File: src/shared/pcr_regs.svh
// Constants for the pipelined core: data-memory locations, opcode
// prefixes, reset values and pipeline timing counts.
// Assumes inclusion by bare name from the package and the core.
`ifndef PCR_REGS_SVH
`define PCR_REGS_SVH

// Global bank locations (4-bit index within the global bank)
`define PCR_ADDR_DEREF 4'h0
`define PCR_ADDR_CNTW 4'h1
`define PCR_ADDR_PCL 4'h2
`define PCR_ADDR_STATUS 4'h3
`define PCR_ADDR_BANKPTR 4'h4
`define PCR_ADDR_PORTA 4'h5

// Operand field: bit 4 picks banked page over the global bank
`define PCR_FR_BANK_BIT 4

// Status page-select bits that extend jumps and PC writes
`define PCR_STATUS_PA_HI 6
`define PCR_STATUS_PA_LO 5

// Register-operand opcodes, word[11:5]
`define PCR_OP_MOVWF 7'h01
`define PCR_OP_DEC 7'h07
`define PCR_OP_XORWF 7'h0C
`define PCR_OP_XORFW 7'h0D
`define PCR_OP_MOVFW 7'h10
`define PCR_OP_TEST 7'h11
`define PCR_OP_SWAP 7'h1D
// Bit and literal opcodes, word[11:8]
`define PCR_OP_BCLR 4'h4
`define PCR_OP_BSET 4'h5
`define PCR_OP_MOVLW 4'hC
`define PCR_OP_XORLW 4'hF
// Jump opcode, word[11:9]
`define PCR_OP_JMP 3'h5

// Reset values
`define PCR_RST_PC 11'h000
`define PCR_RST_BYTE 8'h00
`define PCR_RST_HOLD 2'h0

// Cycles a program-counter change adds to its instruction
`define PCR_FLUSH_PENALTY 3
// Refill alone costs two; the rest is held fetch bubbles
`define PCR_FLUSH_HOLD 2'(`PCR_FLUSH_PENALTY - 2)
// Cycles a port write is forwarded to read-modify-write reads
`define PCR_WB_HOLD 2'h3

`endif

File: src/shared/pcr_pkg.sv
// Types shared by the core and its port slices.
// Assumes pcr_regs.svh is on the include path.
`include "pcr_regs.svh"

package pcr_pkg;

    // Operation classes after decode; zero is the bubble
    typedef enum logic [3:0] {
        OP_NOP,
        OP_MOVWF,
        OP_MOVFW,
        OP_DEC,
        OP_XORFW,
        OP_XORWF,
        OP_TEST,
        OP_SWAP,
        OP_BCLR,
        OP_BSET,
        OP_MOVLW,
        OP_XORLW,
        OP_JMP
    } pcr_op_t;

    // Word held in the decode stage
    typedef struct packed {
        logic valid;
        logic [11:0] word;
    } pcr_fetch_t;

    // Decoded instruction held in the execute stage
    typedef struct packed {
        logic valid;
        pcr_op_t op;
        logic [4:0] fr;
        logic [2:0] bitn;
        logic [8:0] lit;
    } pcr_dec_t;

    // Resolved data-memory location
    typedef struct packed {
        logic is_bank;
        logic blocked;
        logic [7:0] ram_idx;
        logic [3:0] gidx;
    } pcr_loc_t;

    // One port's pin drive
    typedef struct packed {
        logic [7:0] dout;
        logic [7:0] oe_n;
    } pcr_pins_t;

endpackage : pcr_pkg

File: src/verilog/pcr_port.sv
// One I/O port slice: output latch, pin synchroniser and write-back.
// Assumes pin levels are asynchronous; drive enables come from clk.
`include "pcr_regs.svh"

module pcr_port
#(
    parameter bit PRESENT = 1'b1 // Port fitted on this package
)
(
    input wire logic clk, // Core clock
    input wire logic arst_n, // Async reset, active low
    input wire logic [7:0] pin_in, // Raw pin levels
    input wire logic [7:0] drive_en, // High where the pin is driven
    input wire logic wr_en, // Latch write strobe
    input wire logic [7:0] wr_data, // Latch write data
    output logic [7:0] pin_val, // Synchronised pin levels
    output logic [7:0] rmw_val, // Source for read-modify-write
    output pcr_pkg::pcr_pins_t pins // Pin drive
);
    import pcr_pkg::*;

    logic [7:0] sync1_ff;
    logic [7:0] sync2_ff;
    logic [7:0] latch_ff;
    logic [7:0] drive_ff;
    logic [1:0] wb_cnt_ff;

    ////////////////////////////////////////////////////////////////////
    // Two-stage pin synchroniser; only sync2 is looked at
    always_ff @(posedge clk or negedge arst_n)
    begin
        if (!arst_n)
        begin
            sync1_ff <= `PCR_RST_BYTE;
            sync2_ff <= `PCR_RST_BYTE;
        end
        else
        begin
            sync1_ff <= pin_in;
            sync2_ff <= sync1_ff;
        end
    end

    // Output latch and registered drive enables
    always_ff @(posedge clk or negedge arst_n)
    begin
        if (!arst_n)
        begin
            latch_ff <= `PCR_RST_BYTE;
            drive_ff <= `PCR_RST_BYTE;
        end
        else
        begin
            if (wr_en)
                latch_ff <= wr_data;
            drive_ff <= drive_en & {8{PRESENT}};
        end
    end

    // Pending window covers latch-to-pin plus synchroniser delay
    always_ff @(posedge clk or negedge arst_n)
    begin
        if (!arst_n)
            wb_cnt_ff <= `PCR_RST_HOLD;
        else if (wr_en)
            wb_cnt_ff <= `PCR_WB_HOLD;
        else if (wb_cnt_ff != `PCR_RST_HOLD)
            wb_cnt_ff <= wb_cnt_ff - 2'h1;
    end

    ////////////////////////////////////////////////////////////////////
    // Plain reads see the pins, even on driven bits
    assign pin_val = sync2_ff;
    // Back-to-back modify sees the pending latch on driven bits
    assign rmw_val = (wb_cnt_ff != `PCR_RST_HOLD)
        ? ((latch_ff & drive_ff) | (sync2_ff & ~drive_ff))
        : sync2_ff;
    assign pins.dout = latch_ff;
    assign pins.oe_n = ~drive_ff;

endmodule : pcr_port

File: src/verilog/pcr_core.sv
// Three-stage instruction pipeline with the banked data-memory map.
// Assumes a program memory read combinationally on clk, and port pins
// arriving asynchronously; port direction is set from outside.
//
// Notes on behaviour
// - fetch, decode and execute overlap on three successive clocks.
// - with the pipeline full, one instruction completes every clock.
// - a program-counter change turns fetched and decoded words into nops.
// - a program-counter change costs its instruction three more cycles.
// - back-to-back modify on one port uses the pending written value on driven bits.
// - reading a port returns pin levels, not the output latch.
// - operand bit 4 picks global bank (clear) or current banked page (set).
// - one global bank plus eight or sixteen banks of sixteen bytes.
// - globals: deref, counter/working, PC low, status, bank pointer, ports.
// - the deref location has no storage and acts on the pointed register.
// - locations of unfitted ports C, D, E act as plain RAM.
// - in the large variant bank 0 is not reachable by direct operands.
// - location 1 shows the counter when the select is set, else working.
// - locations 0x01 to 0x0F ignore the bank pointer.
`include "pcr_regs.svh"

module pcr_core
#(
    parameter bit LARGE_VARIANT = 1'b1, // Sixteen banks, else eight
    parameter int PORTS_PRESENT = 5 // Ports fitted: 2, 3 or 5
)
(
    input wire logic clk, // Core clock, 250 MHz
    input wire logic arst_n, // Async reset, active low
    output logic [10:0] prog_addr, // Program memory address
    input wire logic [11:0] prog_word, // Program memory word
    input wire logic counter_alias_select, // Location 1 shows counter
    input wire logic [4:0][7:0] port_drive_en, // Per-pin drive enable
    input wire logic [4:0][7:0] port_pin_in, // Raw pin levels
    output pcr_pkg::pcr_pins_t [4:0] port_pins, // Pin drive, ports A-E
    output logic retire // Instruction completed last cycle
);
    import pcr_pkg::*;

    localparam logic [3:0] PORT_END =
        4'(`PCR_ADDR_PORTA + PORTS_PRESENT);

    logic [10:0] pc_ff;
    pcr_fetch_t dec_ff;
    pcr_dec_t ex_ff;
    logic [1:0] hold_ff;
    logic retire_ff;
    logic [7:0] w_ff;
    logic [7:0] tick_ff;
    logic [7:0] status_ff;
    logic [7:0] bptr_ff;
    logic [7:0] glob_ram_ff [16];
    logic [7:0] bank_ram_ff [256];

    pcr_loc_t loc;
    logic indirect;
    logic rmw;
    logic [7:0] rd_val;
    logic [7:0] bmask;
    logic [7:0] res;
    logic wr_f;
    logic wr_w;
    logic [7:0] nxt_w;
    logic f_wr;
    logic g_wr;
    logic pc_wr;
    logic jump_take;
    logic [10:0] jump_target;
    logic [4:0] port_wr;
    logic [4:0][7:0] port_pin_val;
    logic [4:0][7:0] port_rmw_val;

    ////////////////////////////////////////////////////////////////////
    // Word to operation class
    function automatic pcr_dec_t pcr_decode(input pcr_fetch_t f);
        pcr_dec_t d;
        d.valid = f.valid;
        d.fr = f.word[4:0];
        d.bitn = f.word[7:5];
        d.lit = f.word[8:0];
        d.op = OP_NOP;
        if (f.word[11:9] == `PCR_OP_JMP)
            d.op = OP_JMP;
        else if (f.word[11:8] == `PCR_OP_BCLR)
            d.op = OP_BCLR;
        else if (f.word[11:8] == `PCR_OP_BSET)
            d.op = OP_BSET;
        else if (f.word[11:8] == `PCR_OP_MOVLW)
            d.op = OP_MOVLW;
        else if (f.word[11:8] == `PCR_OP_XORLW)
            d.op = OP_XORLW;
        else if (f.word[11:5] == `PCR_OP_MOVWF)
            d.op = OP_MOVWF;
        else if (f.word[11:5] == `PCR_OP_DEC)
            d.op = OP_DEC;
        else if (f.word[11:5] == `PCR_OP_XORWF)
            d.op = OP_XORWF;
        else if (f.word[11:5] == `PCR_OP_XORFW)
            d.op = OP_XORFW;
        else if (f.word[11:5] == `PCR_OP_MOVFW)
            d.op = OP_MOVFW;
        else if (f.word[11:5] == `PCR_OP_TEST)
            d.op = OP_TEST;
        else if (f.word[11:5] == `PCR_OP_SWAP)
            d.op = OP_SWAP;
        return d;
    endfunction : pcr_decode

    // Bank-select bit, bank pointer and index to a location
    function automatic pcr_loc_t pcr_locate(input logic sel,
                                            input logic [7:0] ptr,
                                            input logic [3:0] idx,
                                            input logic direct);
        pcr_loc_t l;
        logic [3:0] bank;
        bank = LARGE_VARIANT ? ptr[7:4] : {1'b0, ptr[7:5]};
        l.is_bank = sel;
        l.blocked = sel && direct && LARGE_VARIANT
            && (bank == 4'h0);
        l.ram_idx = {bank, idx};
        l.gidx = idx;
        return l;
    endfunction : pcr_locate

    ////////////////////////////////////////////////////////////////////
    // Fetch, decode and execute advance together each clock
    always_ff @(posedge clk or negedge arst_n)
    begin
        if (!arst_n)
        begin
            pc_ff <= `PCR_RST_PC;
            dec_ff <= '0;
            ex_ff <= '0;
            hold_ff <= `PCR_RST_HOLD;
        end
        else if (jump_take)
        begin
            // Discard the two words already in flight
            pc_ff <= jump_target;
            dec_ff.valid <= 1'b0;
            ex_ff.valid <= 1'b0;
            hold_ff <= `PCR_FLUSH_HOLD;
        end
        else if (hold_ff != `PCR_RST_HOLD)
        begin
            // Extra bubble so the change costs three cycles in all
            hold_ff <= hold_ff - 2'h1;
            dec_ff.valid <= 1'b0;
            ex_ff <= pcr_decode(dec_ff);
        end
        else
        begin
            pc_ff <= pc_ff + 11'h001;
            dec_ff <= '{valid: 1'b1, word: prog_word};
            ex_ff <= pcr_decode(dec_ff);
        end
    end

    // Completion pulse, one per executed instruction
    always_ff @(posedge clk or negedge arst_n)
    begin
        if (!arst_n)
            retire_ff <= 1'b0;
        else
            retire_ff <= ex_ff.valid;
    end

    assign prog_addr = pc_ff;
    assign retire = retire_ff;

    ////////////////////////////////////////////////////////////////////
    // Operand location; location 0 goes through the bank pointer
    assign indirect = (ex_ff.fr == 5'h00);
    assign loc = indirect
        ? pcr_locate(LARGE_VARIANT ? (bptr_ff[7:4] != 4'h0)
                                   : bptr_ff[`PCR_FR_BANK_BIT],
                     bptr_ff, bptr_ff[3:0], 1'b0)
        : pcr_locate(ex_ff.fr[`PCR_FR_BANK_BIT], bptr_ff,
                     ex_ff.fr[3:0], 1'b1);

    assign rmw = ex_ff.op inside {OP_DEC, OP_XORFW, OP_SWAP,
                                  OP_BCLR, OP_BSET};

    // Operand read
    always_comb
    begin
        rd_val = `PCR_RST_BYTE;
        if (loc.blocked)
            rd_val = `PCR_RST_BYTE;
        else if (loc.is_bank)
            rd_val = bank_ram_ff[loc.ram_idx];
        else if (loc.gidx == `PCR_ADDR_DEREF)
            rd_val = `PCR_RST_BYTE;
        else if (loc.gidx == `PCR_ADDR_CNTW)
            rd_val = counter_alias_select ? tick_ff : w_ff;
        else if (loc.gidx == `PCR_ADDR_PCL)
            rd_val = pc_ff[7:0];
        else if (loc.gidx == `PCR_ADDR_STATUS)
            rd_val = status_ff;
        else if (loc.gidx == `PCR_ADDR_BANKPTR)
            rd_val = bptr_ff;
        else if (loc.gidx >= `PCR_ADDR_PORTA && loc.gidx < PORT_END)
            rd_val = rmw ? port_rmw_val[3'(loc.gidx - `PCR_ADDR_PORTA)]
                         : port_pin_val[3'(loc.gidx - `PCR_ADDR_PORTA)];
        else
            rd_val = glob_ram_ff[loc.gidx];
    end

    assign bmask = 8'(8'h01 << ex_ff.bitn);

    // Result and destination per operation class
    always_comb
    begin
        res = rd_val;
        wr_f = 1'b0;
        wr_w = 1'b0;
        nxt_w = w_ff;
        case (ex_ff.op)
            OP_MOVWF:
            begin
                res = w_ff;
                wr_f = 1'b1;
            end
            OP_MOVFW:
            begin
                nxt_w = rd_val;
                wr_w = 1'b1;
            end
            OP_DEC:
            begin
                res = rd_val - 8'h01;
                wr_f = 1'b1;
            end
            OP_XORFW:
            begin
                res = rd_val ^ w_ff;
                wr_f = 1'b1;
            end
            OP_XORWF:
            begin
                nxt_w = rd_val ^ w_ff;
                wr_w = 1'b1;
            end
            OP_SWAP:
            begin
                res = {rd_val[3:0], rd_val[7:4]};
                wr_f = 1'b1;
            end
            OP_BCLR:
            begin
                res = rd_val & ~bmask;
                wr_f = 1'b1;
            end
            OP_BSET:
            begin
                res = rd_val | bmask;
                wr_f = 1'b1;
            end
            OP_MOVLW:
            begin
                nxt_w = ex_ff.lit[7:0];
                wr_w = 1'b1;
            end
            OP_XORLW:
            begin
                nxt_w = w_ff ^ ex_ff.lit[7:0];
                wr_w = 1'b1;
            end
            default:
            begin
                res = rd_val;
            end
        endcase
    end

    // Write decode; blocked locations swallow the write
    assign f_wr = ex_ff.valid && wr_f && !loc.blocked;
    assign g_wr = f_wr && !loc.is_bank;
    assign pc_wr = g_wr && (loc.gidx == `PCR_ADDR_PCL);
    assign jump_take = ex_ff.valid
        && ((ex_ff.op == OP_JMP) || pc_wr);
    assign jump_target = pc_wr
        ? {status_ff[`PCR_STATUS_PA_HI:`PCR_STATUS_PA_LO], 1'b0, res}
        : {status_ff[`PCR_STATUS_PA_HI:`PCR_STATUS_PA_LO],
           ex_ff.lit};

    ////////////////////////////////////////////////////////////////////
    // Working register, also written through location 1
    always_ff @(posedge clk or negedge arst_n)
    begin
        if (!arst_n)
            w_ff <= `PCR_RST_BYTE;
        else if (ex_ff.valid && wr_w)
            w_ff <= nxt_w;
        else if (g_wr && loc.gidx == `PCR_ADDR_CNTW
                 && !counter_alias_select)
            w_ff <= res;
    end

    // Free-running counter; a write through location 1 wins
    always_ff @(posedge clk or negedge arst_n)
    begin
        if (!arst_n)
            tick_ff <= `PCR_RST_BYTE;
        else if (g_wr && loc.gidx == `PCR_ADDR_CNTW
                 && counter_alias_select)
            tick_ff <= res;
        else
            tick_ff <= tick_ff + 8'h01;
    end

    // Status and bank pointer
    always_ff @(posedge clk or negedge arst_n)
    begin
        if (!arst_n)
        begin
            status_ff <= `PCR_RST_BYTE;
            bptr_ff <= `PCR_RST_BYTE;
        end
        else
        begin
            if (g_wr && loc.gidx == `PCR_ADDR_STATUS)
                status_ff <= res;
            if (g_wr && loc.gidx == `PCR_ADDR_BANKPTR)
                bptr_ff <= res;
        end
    end

    // Global RAM, including unfitted port locations; data not reset
    always_ff @(posedge clk)
    begin
        if (g_wr && loc.gidx > `PCR_ADDR_BANKPTR
            && !(loc.gidx >= `PCR_ADDR_PORTA && loc.gidx < PORT_END))
            glob_ram_ff[loc.gidx] <= res;
    end

    // Banked RAM; the small variant only touches the lower half
    always_ff @(posedge clk)
    begin
        if (f_wr && loc.is_bank)
            bank_ram_ff[loc.ram_idx] <= res;
    end

    ////////////////////////////////////////////////////////////////////
    // Port slices; unfitted ones never drive and never get writes
    for (genvar i = 0; i < 5; i++)
    begin : g_port
        assign port_wr[i] = g_wr && (i < PORTS_PRESENT)
            && (loc.gidx == 4'(`PCR_ADDR_PORTA + i));
        pcr_port #(
            .PRESENT(i < PORTS_PRESENT)
        ) u_port (
            .clk(clk),
            .arst_n(arst_n),
            .pin_in(port_pin_in[i]),
            .drive_en(port_drive_en[i]),
            .wr_en(port_wr[i]),
            .wr_data(res),
            .pin_val(port_pin_val[i]),
            .rmw_val(port_rmw_val[i]),
            .pins(port_pins[i])
        );
    end

endmodule : pcr_core

File: config.mk
export PLATFORM = sky130hd
export DESIGN_NAME = pcr_core
export DESIGN_NICKNAME = d
export VERILOG_FILES = /design/src/shared/pcr_pkg.sv /design/src/verilog/pcr_port.sv /design/src/verilog/pcr_core.sv
export VERILOG_INCLUDE_DIRS = /design/src /design/src/shared
export SDC_FILE = /design/constraint.sdc
export NUM_CORES = 2
export LEC_CHECK = 0
export ABC_AREA = 1
export BUFFER_PORTS_ARGS = -buffer_cell sky130_fd_sc_hd__buf_2
export CAP_MARGIN = 20
export CORE_MARGIN = 2
export CORE_UTILIZATION = 57
export CTS_CLUSTER_SIZE = 14
export DETAILED_ROUTE_END_ITERATION = 8
export MAX_ROUTING_LAYER = met4
export PLACE_DENSITY = 0.76
export SLEW_MARGIN = 20
export SYNTH_ARGS = -nofsm -noshare
export SYNTH_HDL_FRONTEND = slang
export SYNTH_SLANG_ARGS = --single-unit
File: constraint.sdc
create_clock -name clk -period 6.6 [get_ports clk]
set_input_delay 1.65 -clock clk [delete_from_list [all_inputs] [get_ports clk]]
set_output_delay 1.65 -clock clk [all_outputs]
set_load 0.01 [all_outputs]
## Yosys cells after proc, flatten, opt, wreduce, memory -nomap -nowiden

Memory sizes are Yosys's and may differ from the RTL's.
Cells that the tools add are included.

- Logic and storage cells: 226
- Memories: 2
- Register bits after elaboration: 251
- Bits in latches: 0
- Bits in read-only memories: 0
- Output and inout bits: 92
- Input bits: 95
- Bits in writable memories: 2176

- Divide/modulo/power cells: 0
- Add/sub/neg operators: 10
- Bitwise operators: 27
- Eq/ne operators: 34
- $mul: 0
- Shift-type cells: 1
- Magnitude comparators: 4
- Reductions and logical operators: 48
- Multiplexer cells: 61

Memories:

| name | words | bits a word | read ports | clocked after Yosys merged registers in | write ports | RTL line | RTL |
|---|---|---|---|---|---|---|---|
| bank_ram_ff | 256 | 8 | 1 | 0 | 1 | pcr_core.sv:53 | `logic [7:0] bank_ram_ff [256];` |
| glob_ram_ff | 16 | 8 | 1 | 0 | 1 | pcr_core.sv:52 | `logic [7:0] glob_ram_ff [16];` |

Operators by type and width:

| cell | number |
|---|---|
| 8-bit 2-to-1 mux | 20 |
| 8-bit bitwise AND | 11 |
| 8-bit binary-select mux with 3-bit select | 2 |
| 8-bit inverter | 6 |
| 8-bit bitwise OR | 6 |
| 8-bit one-hot mux with 6 select lines | 1 |
| 4-bit 2-to-1 mux | 11 |
| 4-bit by 3-bit equality test with 1-bit output (second input constant) | 9 |
| 4-bit equality test (second input constant) | 9 |
| 8-bit one-hot mux with 4 select lines | 1 |
| 2-bit nonzero test | 13 |
| 2-bit 2-to-1 mux | 12 |
| 11-bit 2-to-1 mux | 2 |
| 7-bit by 5-bit equality test with 1-bit output (second input constant) | 3 |
| 1-bit logical AND | 21 |
| 4-bit by 2-bit equality test with 1-bit output (second input constant) | 4 |
| 8-bit XOR | 2 |
| 7-bit by 4-bit equality test with 1-bit output (second input constant) | 2 |
| 14-bit 2-to-1 mux | 1 |
| 2-bit by 1-bit subtractor with 2-bit output (second input constant) | 6 |
| 11-bit by 1-bit adder with 11-bit output (second input constant) | 1 |
| 1-bit 2-to-1 mux | 9 |
| 9-bit 2-to-1 mux | 1 |
| 8-bit by 1-bit adder with 8-bit output (second input constant) | 1 |
| other kinds (24) | 31 |

## Depth between registers and ports, before layout

- Depth in word-level cells: 19
- Gate-level depth with buffers: 32
- Gate-level depth less buffers: 30

## Modules after synthesis

A second synthesis with hierarchy kept.

- Cells, all modules: 9843
- Area total of the unflattened synthesis: 101248.4 um2

Modules (own cells, without submodules):

| module | cells an instance | area each (um2) | times used |
|---|---|---|---|
| pcr_core | 9208 | 94986.1 | 1 |
| pcr_port | 127 | 1252.5 | 5 |

## Worst setup path after synthesis

Ideal clock, no wire load.

- Kind: input to register
- Start point: in counter_alias_select
- End point: mem bank_ram_ff[0][6] (data pin)
- Path buffers: 2
- Setup time: 809 ps
- Data arrival time: 6119 ps
- Setup slack: -328 ps
- Stages: 15
- Cell sequence: clkbuf_1 o211ai_1 nand2_1 a21oi_1 nor2_2 ha_1 nand2_1 nor2_1 nand2_1 nand2_1 nand3_1 nand2_1 nand2_1 buf_2 inv_1

- Word-level cells in the longest chain between the ends: 7

Ends and longest elaborated chain:

| element | RTL line | RTL |
|---|---|---|
| from (decl) | pcr_core.sv:32 | `input wire logic counter_alias_select,` |
| 8-bit 2-to-1 mux (*) | pcr_core.sv:195 | `rd_val = counter_alias_select ? tick_ff : w_ff;` |
| 8-bit 2-to-1 mux (*) | pcr_core.sv:194 | `` else if (loc.gidx == `PCR_ADDR_CNTW) `` |
| 8-bit 2-to-1 mux (*) | pcr_core.sv:192 | `` else if (loc.gidx == `PCR_ADDR_DEREF) `` |
| 8-bit 2-to-1 mux (*) | pcr_core.sv:190 | `else if (loc.is_bank)` |
| 8-bit 2-to-1 mux (*) | pcr_core.sv:188 | `if (loc.blocked)` |
| 8-bit by 1-bit subtractor with 8-bit output (tied with other cells) | pcr_core.sv:231 | `res = rd_val - 8'h01;` |
| 8-bit one-hot mux with 6 select lines (*) | pcr_core.sv:218 | `case (ex_ff.op)` |
| named net g_port[0].u_port.wr_data[6] | pcr_port.sv:15 | `input wire logic [7:0] wr_data,` |
| to (decl) | pcr_core.sv:53 |  |

The timed path passes the listed nets; every way through them passes the cells marked *.

## Final worst setup path

- Start point: reg ex_ff[15] (netlist name)
- End point: mem bank_ram_ff[187][4] (data pin)

- Word-level cells in the longest chain between the ends: 16

Ends and longest elaborated chain:

| element | RTL line | RTL |
|---|---|---|
| from (decl) | pcr_core.sv:45 | `pcr_dec_t ex_ff;` |
| from (signal assigned) | pcr_core.sv:149 | `ex_ff <= pcr_decode(dec_ff);` |
| from (signal assigned) | pcr_core.sv:155 | `ex_ff <= pcr_decode(dec_ff);` |
| 5-bit logical NOT | pcr_core.sv:173 | `assign indirect = (ex_ff.fr == 5'h00);` |
| 14-bit 2-to-1 mux (*) | pcr_core.sv:174 | `assign loc = indirect` |
| 3-bit subtractor (no line) | -- |  |
| 8-bit binary-select mux with 3-bit select, on equally long branches | pcr_core.sv:204, pcr_core.sv:203 |  |
| 8-bit 2-to-1 mux, on equally long branches | pcr_core.sv:204, pcr_core.sv:203 |  |
| 8-bit 2-to-1 mux | pcr_core.sv:203 | `` rd_val = rmw ? port_rmw_val[3'(loc.gidx - `PCR_ADDR_PORTA)] `` |
| 8-bit 2-to-1 mux | pcr_core.sv:202 | `` else if (loc.gidx >= `PCR_ADDR_PORTA && loc.gidx < PORT_END) `` |
| 8-bit 2-to-1 mux | pcr_core.sv:200 | `` else if (loc.gidx == `PCR_ADDR_BANKPTR) `` |
| 8-bit 2-to-1 mux | pcr_core.sv:198 | `` else if (loc.gidx == `PCR_ADDR_STATUS) `` |
| 8-bit 2-to-1 mux | pcr_core.sv:196 | `` else if (loc.gidx == `PCR_ADDR_PCL) `` |
| 8-bit 2-to-1 mux | pcr_core.sv:194 |  |
| 8-bit 2-to-1 mux | pcr_core.sv:192 |  |
| 8-bit 2-to-1 mux | pcr_core.sv:190 |  |
| 8-bit 2-to-1 mux (*) | pcr_core.sv:188 |  |
| 8-bit by 1-bit subtractor with 8-bit output (tied with other cells) | pcr_core.sv:231 |  |
| 8-bit one-hot mux with 6 select lines (*) | pcr_core.sv:218 |  |
| named net g_port[0].u_port.wr_data[4] | pcr_port.sv:15 |  |

The timed path passes the listed nets; every way through them passes the cells marked *. The select of a mux whose other input is x is not followed.

==> impl_metrics.json <==
{
  "hold_buffers": 0,
  "numPlacedInstances": 12996,
  "cap_violations": 0,
  "area_growth_pct": 11.79,
  "rows": 156,
  "drt_pass1_iterations": 8,
  "crit_fanout": 112,
  "grt_max_degree": 203,
  "ys_types": 48,
  "crit_slowest_cell": "o21ai_1",
  "wirelength_mm": 306.6,
  "post_cts_buffers": 0,
  "clockBufferDepth": 3,
  "timing.rr.end": "bank_ram_ff[187][4]",
  "finalWeightedCongestion": 0.9758,
  "portBuffers": 186,
  "finalClockSkew_ps": 41.61,
  "clock_latency_ps": 890,
  "cp.depth": 24,
  "cpLargestDelayFamily": "simple AND/OR/NAND/NOR gates",
  "grt_pass1_vias": 71810,
  "layout_commonest_cell": "nand2_1",
  "synth-seq-cells": 2403,
  "synthFlopType": "edfxtp_1",
  "max_slew_margin_pct": 18.61,
  "die-area_sq_um": 186000,
  "track_usage_pct": 33.88,
  "crit_top_cell": "nand2_1",
  "cp_data_arrival_time_ps": 6880,
  "drt-initial-drc-count": 10452,
  "worstPathCellList": "nor2_4 -> nand3_4 -> nand2_1 -> nand2_8 -> nand2_8 -> buf_4 -> or2_2 -> nand3_1 -> nand2_1 -> nand2_1 -> o21ai_1 -> nand2_1 -> o21ai_0 -> nand2_1 -> nor2_1 -> nor2_2 -> ha_1 -> nand2_1 -> o21ai_0 -> nand3_1 -> nand2_1 -> nand2_1 -> clkinvlp_4 -> buf_12",
  "critical_path_class": "flop to flop",
  "synth_edf_count": 2160,
  "endpoint_kind": "flop",
  "r2r_slack_ps": 130,
  "ys_seq_area_share_pct": 68.19,
  "cts_root_buf": "clkbuf_16",
  "synth_area_per_cell_sq_um": 9.909,
  "die_w_um": 431.2,
  "layout_common_cells": "3713 x nand2_1, 2160 x edfxtp_1, 1635 x nor2_1",
  "htreeDepth": 4,
  "cpPeakStageDelay_ps": 740,
  "max_freq_ghz": 0.1545,
  "holdCritStartpoint": "g_port[4].u_port.sync1_ff[0]",
  "required_ps": 7010,
  "postRouteAntennaNets": 0,
  "async_flop_share_pct": 10.11,
  "routedWlPerCell_um": 22.79,
  "finalSetupViolations": 0,
  "core_area_sq_um": 181100,
  "tritoncts": "done",
  "cp-start-kind": "flop",
  "cts_resized": 0,
  "finalCriticalPeriod_ps": 6471,
  "instances_no_fill": 13450,
  "holdPathEnd": "g_port[4].u_port.pin_val[0]",
  "via_per_inst": 5.594,
  "cts_sinks": 2403,
  "drive_gt1_share_pct": 7.753,
  "synth.cell_area_sq_um": 104000,
  "post-dp-hpwl_mm": 187.5,
  "hold_class": "flop to flop",
  "tightest_slew_ps": 1221,
  "antenna_found_initial": 13,
  "die_h_um": 431.2,
  "start_util_pct": 57.44,
  "cts_made_buffers": 234,
  "reg2reg_depth": 24,
  "slew_violations": 0,
  "rsz0062_at_grt": "false",
  "final_hold_viol_count": 0,
  "synthCells": 10499,
  "overflow": 0,
  "drc_errors": 0,
  "fin_crit_sh_pct": 98.04,
  "crit_buf_inv": 3,
  "num_vias": 75245,
  "ys_warn_count": 0,
  "clkTransAtPathRegs_ps": 60,
  "status": "finished, final reports clean",
  "regToRegStartpoint": "ex_ff[15]",
  "hold_depth": 0,
  "grt_pass1_wl_mm": 454.2,
  "ioPinCount": 187,
  "nets": 10966
}
## kinds of logic (layout without fill, tap and decap cells)
group                      after synthesis  in the layout  share of synthesized area [%]
other                                    1            206                       0.003605
and+or+nand+nor                       5741           5741                          21.58
DFF                                   2403           2403                          68.19
xor gates and xnor gates                27             27                         0.2273
buffers and inverters                 1659           2035                          6.514
AOI/OAI and AO/OA                      659            659                          3.381
adders and majority gates                9              9                         0.1082
## sequential cells by signal, summed over array words and instances (netlist names), 10 cells and up
name and count:
dec_ff 13, g_port.u_port.latch_ff 40, ex_ff 14, glob_ram_ff 128
g_port.u_port.wb_cnt_ff 10, g_port.u_port.pin_val 40, g_port.u_port.drive_ff 40, prog_addr 11
g_port.u_port.sync1_ff 40, bank_ram_ff 2032
## Yosys cell counts, types with 6 or more instances
master,number,share of area [%]
o22ai_1,53,0.32
a21oi_1,46,0.22
o21ai_0,391,1.9
nor3_1,19,0.091
clkinv_1,11,0.040
inv_1,1181,4.3
inv_2,14,0.051
buf_2,241,1.2
nand4_1,31,0.19
buf_1,29,0.10
o21ai_1,119,0.57
ha_1,9,0.11
nand2_1,3721,13
buf_4,48,0.35
nor2_4,7,0.076
xor2_1,24,0.20
edfxtp_1,2160,62
o211ai_1,19,0.14
clkbuf_1,126,0.45
or2_2,71,0.43
nand2_2,11,0.066
nand3_1,159,0.76
buf_6,9,0.097
nand3b_1,64,0.46
dfrtp_1,243,5.8
nor2_2,6,0.036
a31oi_1,10,0.060
nor2_1,1639,5.9
## routing by layer
layer  up-vias  GRT usage, %  wire [um]
met3       753         6.534      35650
met5         -             -          0
met4         0         14.12      13530
li1      34055             -          -
met2      4560         51.64     142200
met1     35877         45.00     115200
## final cells by class
| cell class | count | area (sq um) |
|---|---|---|
| Fill cell | 13967 | 64840 |
| Clock buffer | 311 | 6267 |
| Multi-Input combinational cell | 6628 | 27170 |
| Antenna cell | 14 | 35.03 |
| Timing Repair Buffer | 389 | 3203 |
| Sequential cell | 2403 | 70940 |
| Tap cell | 2370 | 2965 |
| Inverter | 1206 | 4576 |
| Clock inverter | 129 | 1137 |
## through the flow
stage | cell area (sq um) | setup TNS [ps] | util, % | hold WS, ps | setup WS, ps
after detailed placement | 108900 | 0 | 60.10 | 334.7 | 557.9
after CTS | 116300 | 0 | 64.18 | 340.8 | 519.7
after global routing | 116300 | 0 | 64.19 | 345.3 | 87.62
after floorplan | 104800 | -22930 | - | 331.2 | -84.28
final | 116300 | 0 | 64.21 | 333.9 | 129.1
after global placement | 108800 | 0 | 60.09 | 331.7 | 118.1
## worst reg2reg max path: cells and delay by family (launching register included)
kind | cells | cell delay (ps)
buffers and inverters | 3 | 1050
AND/OR/NAND/NOR | 17 | 2690
flip-flops | 1 | 440
AO/OA/AOI/OAI | 3 | 1290
adder cells (fa/ha/maj) | 1 | 250
## how the worst max path moves through the flow
| stage | start | endpoint |
|---|---|---|
| global route | ex_ff[14] | bank_ram_ff[185][1] |
| finish | ex_ff[15] | bank_ram_ff[187][4] |
| global placement | ex_ff[12] | bank_ram_ff[60][1] |
| floorplan | counter_alias_select | bank_ram_ff[0][7] |
| detailed placement | ex_ff[12] | bank_ram_ff[51][1] |
| CTS | ex_ff[14] | bank_ram_ff[185][1] |
Power is not shown: default switching activity piles up to over one toggle a cycle in this logic, so the estimate is an artifact.
